File: config.mk
export PLATFORM = sky130hd
export DESIGN_NAME = eeprom_i2c_slave_front_end
export DESIGN_NICKNAME = d
export VERILOG_FILES = /design/src/verilog/eeprom_front_pkg.sv /design/src/verilog/eeprom_i2c_slave_front_end.sv /design/src/verilog/line_sync.sv
export VERILOG_INCLUDE_DIRS = /design/src /design/src/verilog
export SDC_FILE = /design/constraint.sdc
export NUM_CORES = 1
export LEC_CHECK = 0
export ABC_CLOCK_PERIOD_IN_PS = 5720
export BUFFER_PORTS_ARGS = -buffer_cell sky130_fd_sc_hd__buf_2
export CORE_ASPECT_RATIO = 0.7
export CORE_MARGIN = 1.5
export CORE_UTILIZATION = 40
export CTS_CLUSTER_SIZE = 10
export DETAILED_ROUTE_END_ITERATION = 10
export SYNTH_ARGS = -nofsm -noshare
export SYNTH_HDL_FRONTEND = slang
export SYNTH_SLANG_ARGS = --single-unit
export TNS_END_PERCENT = 30
File: constraint.sdc
create_clock -name clk_sys -period 5.72 [get_ports clk_sys]
set_input_delay 1.43 -clock clk_sys [delete_from_list [all_inputs] [get_ports clk_sys]]
set_output_delay 1.43 -clock clk_sys [all_outputs]
set_load 0.05 [all_outputs]
File: src/verilog/eeprom_front_defines.svh
// Purpose: Constants for the serial memory slave front end
// Assumes: Included by bare name
// Notes:   Offsets, field positions and timing counts
`ifndef EEPROM_FRONT_DEFINES_SVH
`define EEPROM_FRONT_DEFINES_SVH
`define TYPE_ID_MSB      7
`define TYPE_ID_LSB      4
`define CHIP_SEL_MSB     3
`define CHIP_SEL_LSB     1
`define DIR_BIT          0
`define DEV_TYPE_ID      4'hA
`define ADDR_WIDTH       11
`define BIT_LAST         4'h7
`define BIT_ACK          4'h8
`define WRITE_TIME_NS    5000000
`define CLK_PERIOD_NS    50
`define WRITE_CYCLES     (`WRITE_TIME_NS / `CLK_PERIOD_NS)
`endif

File: src/verilog/eeprom_front_pkg.sv
// Purpose: Types for the serial memory slave front end
// Assumes: Constants come from eeprom_front_defines.svh
// Notes:   Byte phase states and the command record
package eeprom_front_pkg;
  typedef enum logic [2:0] {
    PH_IDLE,
    PH_SELECT,
    PH_ADDRESS,
    PH_WDATA,
    PH_RDATA
  } phase_e;
  typedef struct packed {
    logic [3:0] typeId;
    logic [2:0] chipSel;
    logic       readDir;
  } select_s;
  typedef struct packed {
    logic       sclRise;
    logic       sclFall;
    logic       startSeen;
    logic       stopSeen;
    logic       sdaLevel;
  } line_events_s;
endpackage

File: src/verilog/eeprom_i2c_slave_front_end.sv
// Functional notes
// Data line only pulled low or released
// Unconnected chip-select strap reads as zero
// Write-protect high blocks array writes
// Write-protect keeps select, address acks only
// Ignore bus until reset released
// Reset again stops all bus response
// Slave only; master supplies clock
// Start: data falls while clock high
// Master sends Start before every command
// Watch for Start except during write
// Stop: data rises while clock high
// Stop after write starts write cycle
// Read NoAck then Stop returns standby
// Release after eight bits; ninth acks
// Sample data on rising clock edge
// Master sends select byte MSB first
// Select byte: type, chip-select, direction
// Respond only on type and strap match
// Larger parts use select bits as address
// Direction one reads, zero writes
// Ack on match, else standby until Start
// Random read: dummy write, restart, read
// Sequential read continues while master acks
// During write cycle data output disabled
// Only Stop after data ack starts write
// Lines synchronised and edges detected
// Bit counter restarts on every Start; code restarts it only when no write cycle is running
//
// Purpose: Two-wire slave front end of a small serial memory
// Assumes: clk_sys at 20 MHz, bus clock much slower; unconnected pins
//          are pulled to zero by the pad ring
// Notes:   Memory array access goes through a simple write/read port
`timescale 1ns/1ps
`include "eeprom_front_defines.svh"
module eeprom_i2c_slave_front_end #(
  parameter int unsigned WRITE_CYCLES = `WRITE_CYCLES,
  parameter logic [1:0]  CAPACITY     = 2'h0
) (
  input  wire logic                      clk_sys,
  input  wire logic                      rst_n,
  input  wire logic                      clkEn,
  input  wire logic                      sclIn,
  input  wire logic                      sdaIn,
  output logic                           sdaOut,
  output logic                           sdaOe_n,
  input  wire logic                      strap_sel_0,
  input  wire logic                      strap_sel_1,
  input  wire logic                      strap_sel_2,
  input  wire logic                      write_protect_in,
  output logic                           memWrite,
  output logic [`ADDR_WIDTH-1:0]         memAddr,
  output logic [7:0]                     memWdata,
  input  wire logic [7:0]                memRdata,
  output logic                           writeBusy,
  output logic                           standby
);
  eeprom_front_pkg::line_events_s lineEvents;
  eeprom_front_pkg::phase_e       phase;
  eeprom_front_pkg::select_s      selByte;
  logic [3:0]                     bitCount;
  logic [7:0]                     shiftIn;
  logic [7:0]                     shiftOut;
  logic                           ackDrive;
  logic                           dataDrive;
  logic                           writePending;
  logic                           afterDataAck;
  logic [`ADDR_WIDTH-1:0]         addrCount;
  logic [31:0]                    busyCount;
  logic [2:0]                     straps;
  logic [2:0]                     strapSync0;
  logic [2:0]                     strapSync1;
  logic [2:0]                     selMask;
  logic                           selMatch;
  logic                           wpSync0;
  logic                           wpSync1;
  logic                           protect;
  logic [7:0]                     rxByte;
  logic [`ADDR_WIDTH-1:0]         next_addr;

  line_sync u_line_sync (
    .clk_sys    (clk_sys),
    .rst_n      (rst_n),
    .clkEn      (clkEn),
    .sclIn      (sclIn),
    .sdaIn      (sdaIn),
    .lineEvents (lineEvents)
  );

  // Address bits carried in the select byte per capacity
  function automatic logic [2:0] upper_mask(input logic [1:0] cap);
    unique case (cap)
      2'h0:    upper_mask = 3'h0;
      2'h1:    upper_mask = 3'h1;
      2'h2:    upper_mask = 3'h3;
      default: upper_mask = 3'h7;
    endcase
  endfunction

  // Write-protect is a pin: synchronise before use
  always_ff @(posedge clk_sys) begin
    if (!rst_n) begin
      wpSync0 <= 1'b0;
      wpSync1 <= 1'b0;
    end else if (clkEn) begin
      wpSync0 <= write_protect_in;
      wpSync1 <= wpSync0;
    end
  end
  assign protect = wpSync1;

  // Straps are pins too; a floating one is pulled low at the pad
  always_ff @(posedge clk_sys) begin
    if (!rst_n) begin
      strapSync0 <= 3'h0;
      strapSync1 <= 3'h0;
    end else if (clkEn) begin
      strapSync0 <= {strap_sel_2, strap_sel_1, strap_sel_0};
      strapSync1 <= strapSync0;
    end
  end

  assign straps   = strapSync1;
  assign selMask  = upper_mask(CAPACITY);
  assign rxByte   = {shiftIn[6:0], lineEvents.sdaLevel};
  assign selMatch = (rxByte[`TYPE_ID_MSB:`TYPE_ID_LSB] == `DEV_TYPE_ID) &&
                    (((rxByte[`CHIP_SEL_MSB:`CHIP_SEL_LSB] ^ straps) & ~selMask) == 3'h0);

  assign next_addr = addrCount + `ADDR_WIDTH'(1);

  // Bit counter and shift register, reset by every Start outside a write cycle
  always_ff @(posedge clk_sys) begin
    if (!rst_n) begin
      bitCount <= 4'h0;
      shiftIn  <= 8'h00;
    end else if (clkEn) begin
      if (lineEvents.startSeen && !writeBusy) begin
        bitCount <= 4'h0;
        shiftIn  <= 8'h00;
      end else if (lineEvents.sclRise && phase != eeprom_front_pkg::PH_IDLE) begin
        shiftIn <= rxByte;
        if (bitCount == `BIT_ACK) begin
          bitCount <= 4'h0;
        end else begin
          bitCount <= bitCount + 4'h1;
        end
      end
    end
  end

  // Byte phase machine
  always_ff @(posedge clk_sys) begin
    if (!rst_n) begin
      phase        <= eeprom_front_pkg::PH_IDLE;
      selByte      <= '0;
      ackDrive     <= 1'b0;
      afterDataAck <= 1'b0;
      writePending <= 1'b0;
    end else if (clkEn) begin
      if (lineEvents.startSeen && !writeBusy) begin
        phase        <= eeprom_front_pkg::PH_SELECT;
        afterDataAck <= 1'b0;
        writePending <= 1'b0;
        ackDrive     <= 1'b0;
      end else if (lineEvents.stopSeen) begin
        phase        <= eeprom_front_pkg::PH_IDLE;
        ackDrive     <= 1'b0;
        afterDataAck <= 1'b0;
        writePending <= 1'b0;
      end else if (lineEvents.sclRise) begin
        // A Stop after a data ack follows one more clock rise
        if (bitCount != `BIT_ACK && bitCount != 4'h0) begin
          afterDataAck <= 1'b0;
        end
        if (bitCount == `BIT_LAST) begin
          unique case (phase)
            eeprom_front_pkg::PH_SELECT: begin
              selByte <= rxByte;
              if (!selMatch) begin
                phase <= eeprom_front_pkg::PH_IDLE;
              end
            end
            eeprom_front_pkg::PH_WDATA: begin
              writePending <= writePending | ~protect;
            end
            default: begin
            end
          endcase
        end else if (bitCount == `BIT_ACK) begin
          unique case (phase)
            eeprom_front_pkg::PH_SELECT: begin
              phase <= selByte.readDir ? eeprom_front_pkg::PH_RDATA
                                       : eeprom_front_pkg::PH_ADDRESS;
            end
            eeprom_front_pkg::PH_ADDRESS: begin
              phase <= eeprom_front_pkg::PH_WDATA;
            end
            eeprom_front_pkg::PH_WDATA: begin
              afterDataAck <= 1'b1;
            end
            eeprom_front_pkg::PH_RDATA: begin
              if (lineEvents.sdaLevel) begin
                phase <= eeprom_front_pkg::PH_IDLE;
              end
            end
            default: begin
            end
          endcase
        end
      end else if (lineEvents.sclFall) begin
        // Ack slot opens after the eighth bit of a received byte
        ackDrive <= 1'b0;
        if (bitCount == `BIT_ACK && selByte.typeId == `DEV_TYPE_ID) begin
          unique case (phase)
            eeprom_front_pkg::PH_SELECT,
            eeprom_front_pkg::PH_RDATA: begin
              ackDrive <= phase == eeprom_front_pkg::PH_SELECT;
            end
            eeprom_front_pkg::PH_ADDRESS: begin
              ackDrive <= 1'b1;
            end
            eeprom_front_pkg::PH_WDATA: begin
              ackDrive <= ~protect;
            end
            default: begin
            end
          endcase
        end
      end
    end
  end

  // Address counter, write data, and the array write port
  always_ff @(posedge clk_sys) begin
    if (!rst_n) begin
      addrCount <= '0;
      memWdata  <= 8'h00;
      memWrite  <= 1'b0;
    end else if (clkEn) begin
      memWrite <= 1'b0;
      if (lineEvents.sclRise && bitCount == `BIT_LAST) begin
        unique case (phase)
          eeprom_front_pkg::PH_SELECT: begin
            addrCount[10:8] <= (rxByte[3:1] & selMask) | (addrCount[10:8] & ~selMask);
          end
          eeprom_front_pkg::PH_ADDRESS: begin
            addrCount[7:0] <= rxByte;
          end
          eeprom_front_pkg::PH_WDATA: begin
            if (!protect) begin
              memWdata <= rxByte;
              memWrite <= 1'b1;
            end
          end
          default: begin
          end
        endcase
      end
      if (lineEvents.sclRise && bitCount == `BIT_ACK) begin
        if (phase == eeprom_front_pkg::PH_WDATA && !protect) begin
          addrCount[3:0] <= addrCount[3:0] + 4'h1;
        end else if (phase == eeprom_front_pkg::PH_RDATA) begin
          addrCount <= next_addr;
        end
      end
    end
  end
  assign memAddr = addrCount;

  // Internal write cycle timer, blind to the bus while it runs
  always_ff @(posedge clk_sys) begin
    if (!rst_n) begin
      writeBusy <= 1'b0;
      busyCount <= 32'h0;
    end else if (clkEn) begin
      if (writeBusy) begin
        if (busyCount == 32'h1) begin
          writeBusy <= 1'b0;
        end
        busyCount <= busyCount - 32'h1;
      end else if (lineEvents.stopSeen && afterDataAck && writePending) begin
        writeBusy <= 1'b1;
        busyCount <= WRITE_CYCLES;
      end
    end
  end

  // Read data loads at the ack slot and shifts out on falling edges
  always_ff @(posedge clk_sys) begin
    if (!rst_n) begin
      shiftOut  <= 8'hFF;
      dataDrive <= 1'b0;
    end else if (clkEn) begin
      if (lineEvents.startSeen || lineEvents.stopSeen || writeBusy) begin
        dataDrive <= 1'b0;
      end else if (lineEvents.sclFall && phase == eeprom_front_pkg::PH_RDATA) begin
        if (bitCount == 4'h0) begin
          shiftOut  <= {memRdata[6:0], 1'b1};
          dataDrive <= ~memRdata[7];
        end else if (bitCount < `BIT_ACK) begin
          shiftOut  <= {shiftOut[6:0], 1'b1};
          dataDrive <= ~shiftOut[7];
        end else begin
          dataDrive <= 1'b0;
        end
      end else if (lineEvents.sclFall) begin
        dataDrive <= 1'b0;
      end
    end
  end

  // Open-drain: drive only a zero, and never during a write cycle
  assign sdaOut  = 1'b0;
  assign sdaOe_n = ~((ackDrive | dataDrive) & ~writeBusy);
  assign standby = (phase == eeprom_front_pkg::PH_IDLE) & ~writeBusy;

  AST_BUSY_NO_DRIVE: assert property (@(posedge clk_sys) disable iff (!rst_n)
    writeBusy |-> sdaOe_n) else $error("data line driven during write cycle");
  AST_RESET_IDLE: assert property (@(posedge clk_sys)
    !rst_n |=> (phase == eeprom_front_pkg::PH_IDLE && !writeBusy && sdaOe_n))
    else $error("reset did not return to standby");
  AST_START_COUNT: assert property (@(posedge clk_sys) disable iff (!rst_n)
    (clkEn && lineEvents.startSeen && !writeBusy) |=> bitCount == 4'h0)
    else $error("bit counter not cleared by Start");
  AST_START_PHASE: assert property (@(posedge clk_sys) disable iff (!rst_n)
    (clkEn && lineEvents.startSeen && !writeBusy) |=> phase == eeprom_front_pkg::PH_SELECT)
    else $error("Start did not open select phase");
  AST_STOP_IDLE: assert property (@(posedge clk_sys) disable iff (!rst_n)
    (clkEn && lineEvents.stopSeen) |=> phase == eeprom_front_pkg::PH_IDLE)
    else $error("Stop did not end communication");
  AST_WP_NO_WRITE: assert property (@(posedge clk_sys) disable iff (!rst_n)
    memWrite |-> !$past(protect)) else $error("array written while protected");
  AST_WP_NOACK: assert property (@(posedge clk_sys) disable iff (!rst_n)
    (clkEn && lineEvents.sclFall && bitCount == `BIT_ACK && protect
     && phase == eeprom_front_pkg::PH_WDATA) |=> !ackDrive)
    else $error("data byte acked while protected");
  AST_WRITE_START: assert property (@(posedge clk_sys) disable iff (!rst_n)
    $rose(writeBusy) |-> $past(afterDataAck) && $past(lineEvents.stopSeen))
    else $error("write cycle started outside data ack slot");
  AST_OPEN_DRAIN: assert property (@(posedge clk_sys) disable iff (!rst_n)
    !sdaOe_n |-> sdaOut == 1'b0) else $error("data line driven high");
  COV_SELECT_ACK: cover property (@(posedge clk_sys) disable iff (!rst_n)
    ackDrive && phase == eeprom_front_pkg::PH_SELECT);
  COV_WRITE_CYCLE: cover property (@(posedge clk_sys) disable iff (!rst_n) $rose(writeBusy));
  COV_READ_BYTE: cover property (@(posedge clk_sys) disable iff (!rst_n) dataDrive);
  AST_MISMATCH_IDLE: assert property (@(posedge clk_sys) disable iff (!rst_n)
    (clkEn && lineEvents.sclRise && bitCount == `BIT_LAST && !selMatch
     && phase == eeprom_front_pkg::PH_SELECT) |=> phase == eeprom_front_pkg::PH_IDLE)
    else $error("mismatched select byte not released");
  COV_PROTECT_STOP: cover property (@(posedge clk_sys) disable iff (!rst_n)
    protect && lineEvents.stopSeen && phase == eeprom_front_pkg::PH_WDATA);
endmodule

File: src/verilog/line_sync.sv
// Purpose: Two-stage synchroniser and edge detector for the bus lines
// Assumes: Lines come from outside the clk_sys domain
// Notes:   Start and Stop are seen from registered copies only
`timescale 1ns/1ps
`include "eeprom_front_defines.svh"
module line_sync (
  input  wire logic                         clk_sys,
  input  wire logic                         rst_n,
  input  wire logic                         clkEn,
  input  wire logic                         sclIn,
  input  wire logic                         sdaIn,
  output eeprom_front_pkg::line_events_s    lineEvents
);
  logic [1:0] sclMeta;
  logic [1:0] sdaMeta;
  logic       sclLast;
  logic       sdaLast;

  // First stage is read by the second stage only
  always_ff @(posedge clk_sys) begin
    if (!rst_n) begin
      sclMeta <= 2'h3;
      sdaMeta <= 2'h3;
      sclLast <= 1'b1;
      sdaLast <= 1'b1;
    end else if (clkEn) begin
      sclMeta <= {sclMeta[0], sclIn};
      sdaMeta <= {sdaMeta[0], sdaIn};
      sclLast <= sclMeta[1];
      sdaLast <= sdaMeta[1];
    end
  end

  always_comb begin
    lineEvents.sclRise   = sclMeta[1] & ~sclLast;
    lineEvents.sclFall   = ~sclMeta[1] & sclLast;
    lineEvents.startSeen = sclMeta[1] & sclLast & sdaLast & ~sdaMeta[1];
    lineEvents.stopSeen  = sclMeta[1] & sclLast & ~sdaLast & sdaMeta[1];
    lineEvents.sdaLevel  = sdaMeta[1];
  end
endmodule

==> impl_metrics.tcl <==
set metrics [dict create \
    path_clk_slew_ps 70 \
    post_drt_via_cell_ratio 5.58 \
    route.detailed.wl_per_inst_um 15.1 \
    globalRouteTotalUtil_pct 19.4 \
    core_region_area_um2 11000 \
    number_of_antenna_violations_at_the_first_check_in_global_routing 0 \
    async_reset_ff_share_pct 0 \
    io_pins 41 \
    r2r.worst_path.cells 5 \
    worstHoldPathCells 2 \
    hold_path.class "reg -> reg" \
    r2r_slack_ps 3170 \
    fp.dieW_um 130 \
    setup.worst_path.class "in -> reg" \
    setup_viol 0 \
    synthesis.instances 547 \
    cts-root-to-sink-buffers 2 \
    initial_utilization_pct 41.0 \
    grt_start_max_net_pins 38 \
    critPathMaxFanout 37 \
    design.die.area_um2 12000 \
    final_cell_area_um2 5110 \
    hold_path_startpoint "selByte[6]" \
    seq_area_frac_synth_pct 43.0 \
    die_h_um 91.9 \
    row_count 32 \
    dpl_cell_area_um2 4790 \
    synth_largest_type_area_fraction_pct 43.0 \
    critical_path.reg2reg.endpoint "busyCount[27]" \
    synthFlopType "sky130_fd_sc_hd__dfxtp_1" \
    slew_viol_final 0 \
    count_of_tritonroute_iterations_in_the_first_routing_pass 5 \
    critical_path.endpoint_type "flip-flop" \
    tritoncts_num_sinks 97 \
    timing.hold.worst_endpoint "selByte[6]" \
    worst-slew-pin-transition_ps 968 \
    synth-edff-count 0 \
    vias_in_the_first_global_route 3659 \
    cts.repair_timing.setup_buffer_count 0 \
    finalCritPeriodShare_pct 61.5 \
    antenna_cells 0 \
    power.density_cell_area_nw_per_um2 270 \
    final_layout_size_suffix_gt1_share_pct 13.5 \
    rsz0062_at_grt "no" \
    post_synth.cell_area_avg_um2 8.26 \
    worstPathRequired_ps 5940 \
    maxSlewHeadroom_pct 35.2 \
    cts-buffers-inserted 9 \
    detailed_place_hpwl_um 7490 \
    grt_first_pass_wirelength_um 18300 \
    h-tree-depth 3 \
    synth_area_leaders "sky130_fd_sc_hd__dfxtp_1 43%, sky130_fd_sc_hd__a21oi_1 5.4%, sky130_fd_sc_hd__nor2_1 4.7%" \
    post_synth_instance_area_um2 4520 \
    weighted_congestion_at_the_end_of_routability_driven_global_placement 0.828 \
    crit-reg2reg-launch "busyCount[2]" \
    root_buffer "sky130_fd_sc_hd__clkbuf_16" \
    max-cap-violations 0 \
    wirelength_um 10900 \
    yosysWarningCount 0 \
    final_net_count 587 \
    areaGrowthSynthToFinish_pct 13.0 \
    worst_ir_drop_vdd_mv 0.149 \
    setup_total_negative_slack_ps 0 \
    route.antenna.remaining_nets 0 \
    status "complete, no violations" \
    final-hold-violation-count 0 \
    leakagePower_nw 1.93 \
    synth_nets 569 \
    num-fill-cells 1084 \
    drtIter0Drc 304 \
    cts_tree "built" \
    fmax_ghz 0.284 \
    worst_path_arrival_ps 3740 \
    number_of_buffers_added_to_fix_hold_violations_after_cts 0 \
    layout_min_cycle_time_ps 3520 \
    critical_path.startpoint_type "input port" \
    ys_types 57 \
    gr-total-overflow 0 \
    routed-via-count 4036 \
    port_buffers 39 \
    power.total_mw 1.38 \
    clkLatencyLatePin_ps 340 \
    worst_setup_skew_after_layout_ps 4.10 \
    drc 0 \
    synth_seq_cells 97 \
    netlist.top_cell.by_area "sky130_fd_sc_hd__dfxtp_1" \
    ctsResizeCount 0 \
]
cell usage after synthesis (2+ instances only):
library cell and count:
sky130_fd_sc_hd__nand4_2 2, sky130_fd_sc_hd__nor3_1 16, sky130_fd_sc_hd__or4_1 4, sky130_fd_sc_hd__nand2b_1 5, sky130_fd_sc_hd__nand2_1 53, sky130_fd_sc_hd__buf_2 5
sky130_fd_sc_hd__and3_1 2, sky130_fd_sc_hd__o21ai_0 34, sky130_fd_sc_hd__inv_1 8, sky130_fd_sc_hd__a31oi_1 3, sky130_fd_sc_hd__nand4_1 14, sky130_fd_sc_hd__xnor2_1 8
sky130_fd_sc_hd__mux2i_1 17, sky130_fd_sc_hd__nor3b_1 4, sky130_fd_sc_hd__buf_1 3, sky130_fd_sc_hd__or3_2 5, sky130_fd_sc_hd__nand4b_1 3, sky130_fd_sc_hd__clkbuf_1 26
sky130_fd_sc_hd__o311ai_0 6, sky130_fd_sc_hd__or3_1 17, sky130_fd_sc_hd__ha_1 5, sky130_fd_sc_hd__nor4_1 7, sky130_fd_sc_hd__o31ai_1 3, sky130_fd_sc_hd__dfxtp_1 97
sky130_fd_sc_hd__o211ai_1 2, sky130_fd_sc_hd__nor4bb_1 2, sky130_fd_sc_hd__nor2_1 56, sky130_fd_sc_hd__a21oi_1 49, sky130_fd_sc_hd__or2_2 4, sky130_fd_sc_hd__a22oi_1 9
sky130_fd_sc_hd__o22ai_1 4, sky130_fd_sc_hd__a211oi_1 6, sky130_fd_sc_hd__or3b_2 2, sky130_fd_sc_hd__nand3b_1 2, sky130_fd_sc_hd__xor2_1 13, sky130_fd_sc_hd__nand3_1 30
kinds of logic (layout without fill, tap and decap cells):
kind of cell / Yosys count / count (layout) / share of synthesized area [%]
adders and majority gates: 5 / 5 / 1.38
muxes: 17 / 17 / 3.77
AOI/OAI and AO/OA: 128 / 128 / 17.0
xor gates and xnor gates: 21 / 21 / 4.07
and+or+nand+nor: 234 / 234 / 26.7
other: 1 / 1 / 0.0830
buffers and inverters: 44 / 67 / 4.04
DFF: 97 / 97 / 43.0
sequential cells by signal, summed over array words and instances, names as in the netlist, 2 cells and up:
name / flops
strapSync1: 3
selByte: 5
shiftIn: 7
strapSync0: 3
u_line_sync.sclMeta: 2
bitCount: 4
shiftOut: 7
memAddr: 11
memWdata: 8
phase: 3
busyCount: 32
u_line_sync.sdaMeta: 2
final cells by class:
| cell class | instances | area, µm² | share of cell area [%] |
|---|---|---|---|
| clock buffers | 9 | 225 | 4.41 |
| clock inverters | 7 | 93.8 | 1.84 |
| inverters | 8 | 30.0 | 0.588 |
| multi-input cells | 406 | 2400 | 47.0 |
| flip-flops and latches | 97 | 1940 | 38.0 |
| well taps | 153 | 191 | 3.75 |
| repair buffers | 43 | 225 | 4.41 |
worst max path at each step:
stage / startpoint / end / slack [ps]
2_1_floorplan: writeBusy / standby / 2010
3_3_place_gp: clkEn / memWdata[5] / 1870
3_5_place_dp: clkEn / busyCount[27] / 1900
4_1_cts: clkEn / busyCount[27] / 2240
5_1_grt: clkEn / memWdata[1] / 1930
6_report: clkEn / memWdata[1] / 2200
report_power, final:
group | leakage [nW] | internal (mW) | switching, mW
clock network | 0.152 | 0.383 | 0.264
logic | 0.995 | 0.0152 | 0.0301
registers | 0.783 | 0.680 | 0.00525
stage by stage:
step	hold slack, ps	std cells	utilization, %	worst slack, ps
floorplan	436	547	-	2010
global placement	445	707	43.5	1870
detailed placement	447	707	43.5	1900
CTS	456	723	46.4	2240
global route	472	723	46.4	1930
finish	454	723	46.4	2200
critical path, stage by stage:
cell	delay [ps]
sky130_fd_sc_hd__buf_2	640
sky130_fd_sc_hd__nand3b_1	210
sky130_fd_sc_hd__nor2_1	780
sky130_fd_sc_hd__nand2_1	410
sky130_fd_sc_hd__nand2_1	180
sky130_fd_sc_hd__a21oi_1	80
routing by layer:
metal  global-route usage, %  vias up  routed length [µm]
met4                    5.09        0                 114
met2                    26.9      106                4460
met3                    4.90       11                 635
met1                    29.2     1918                5720
li1                        -     2001                   -
met5                       0        -                   0
layout by cell type, fill, tap and decap left out, types with 4 or more instances in the layout:
cell type,n
sky130_fd_sc_hd__o22ai_1,4
sky130_fd_sc_hd__a21oi_1,49
sky130_fd_sc_hd__nor2_1,56
sky130_fd_sc_hd__nand2_1,53
sky130_fd_sc_hd__mux2i_1,17
sky130_fd_sc_hd__nand4_1,14
sky130_fd_sc_hd__or3_2,5
sky130_fd_sc_hd__xor2_1,13
sky130_fd_sc_hd__buf_2,39
sky130_fd_sc_hd__clkbuf_16,9
sky130_fd_sc_hd__a211oi_1,6
sky130_fd_sc_hd__or2_2,4
sky130_fd_sc_hd__nand3_1,30
sky130_fd_sc_hd__nor4_1,7
sky130_fd_sc_hd__a22oi_1,9
sky130_fd_sc_hd__dfxtp_1,97
sky130_fd_sc_hd__inv_1,8
sky130_fd_sc_hd__ha_1,5
sky130_fd_sc_hd__o311ai_0,6
sky130_fd_sc_hd__nor3b_1,4
sky130_fd_sc_hd__xnor2_1,8
sky130_fd_sc_hd__buf_4,4
sky130_fd_sc_hd__o21ai_0,33
sky130_fd_sc_hd__nand2b_1,5
sky130_fd_sc_hd__or4_1,4
sky130_fd_sc_hd__or3_1,17
sky130_fd_sc_hd__nor3_1,16
Power figures use the tool's default switching activity.
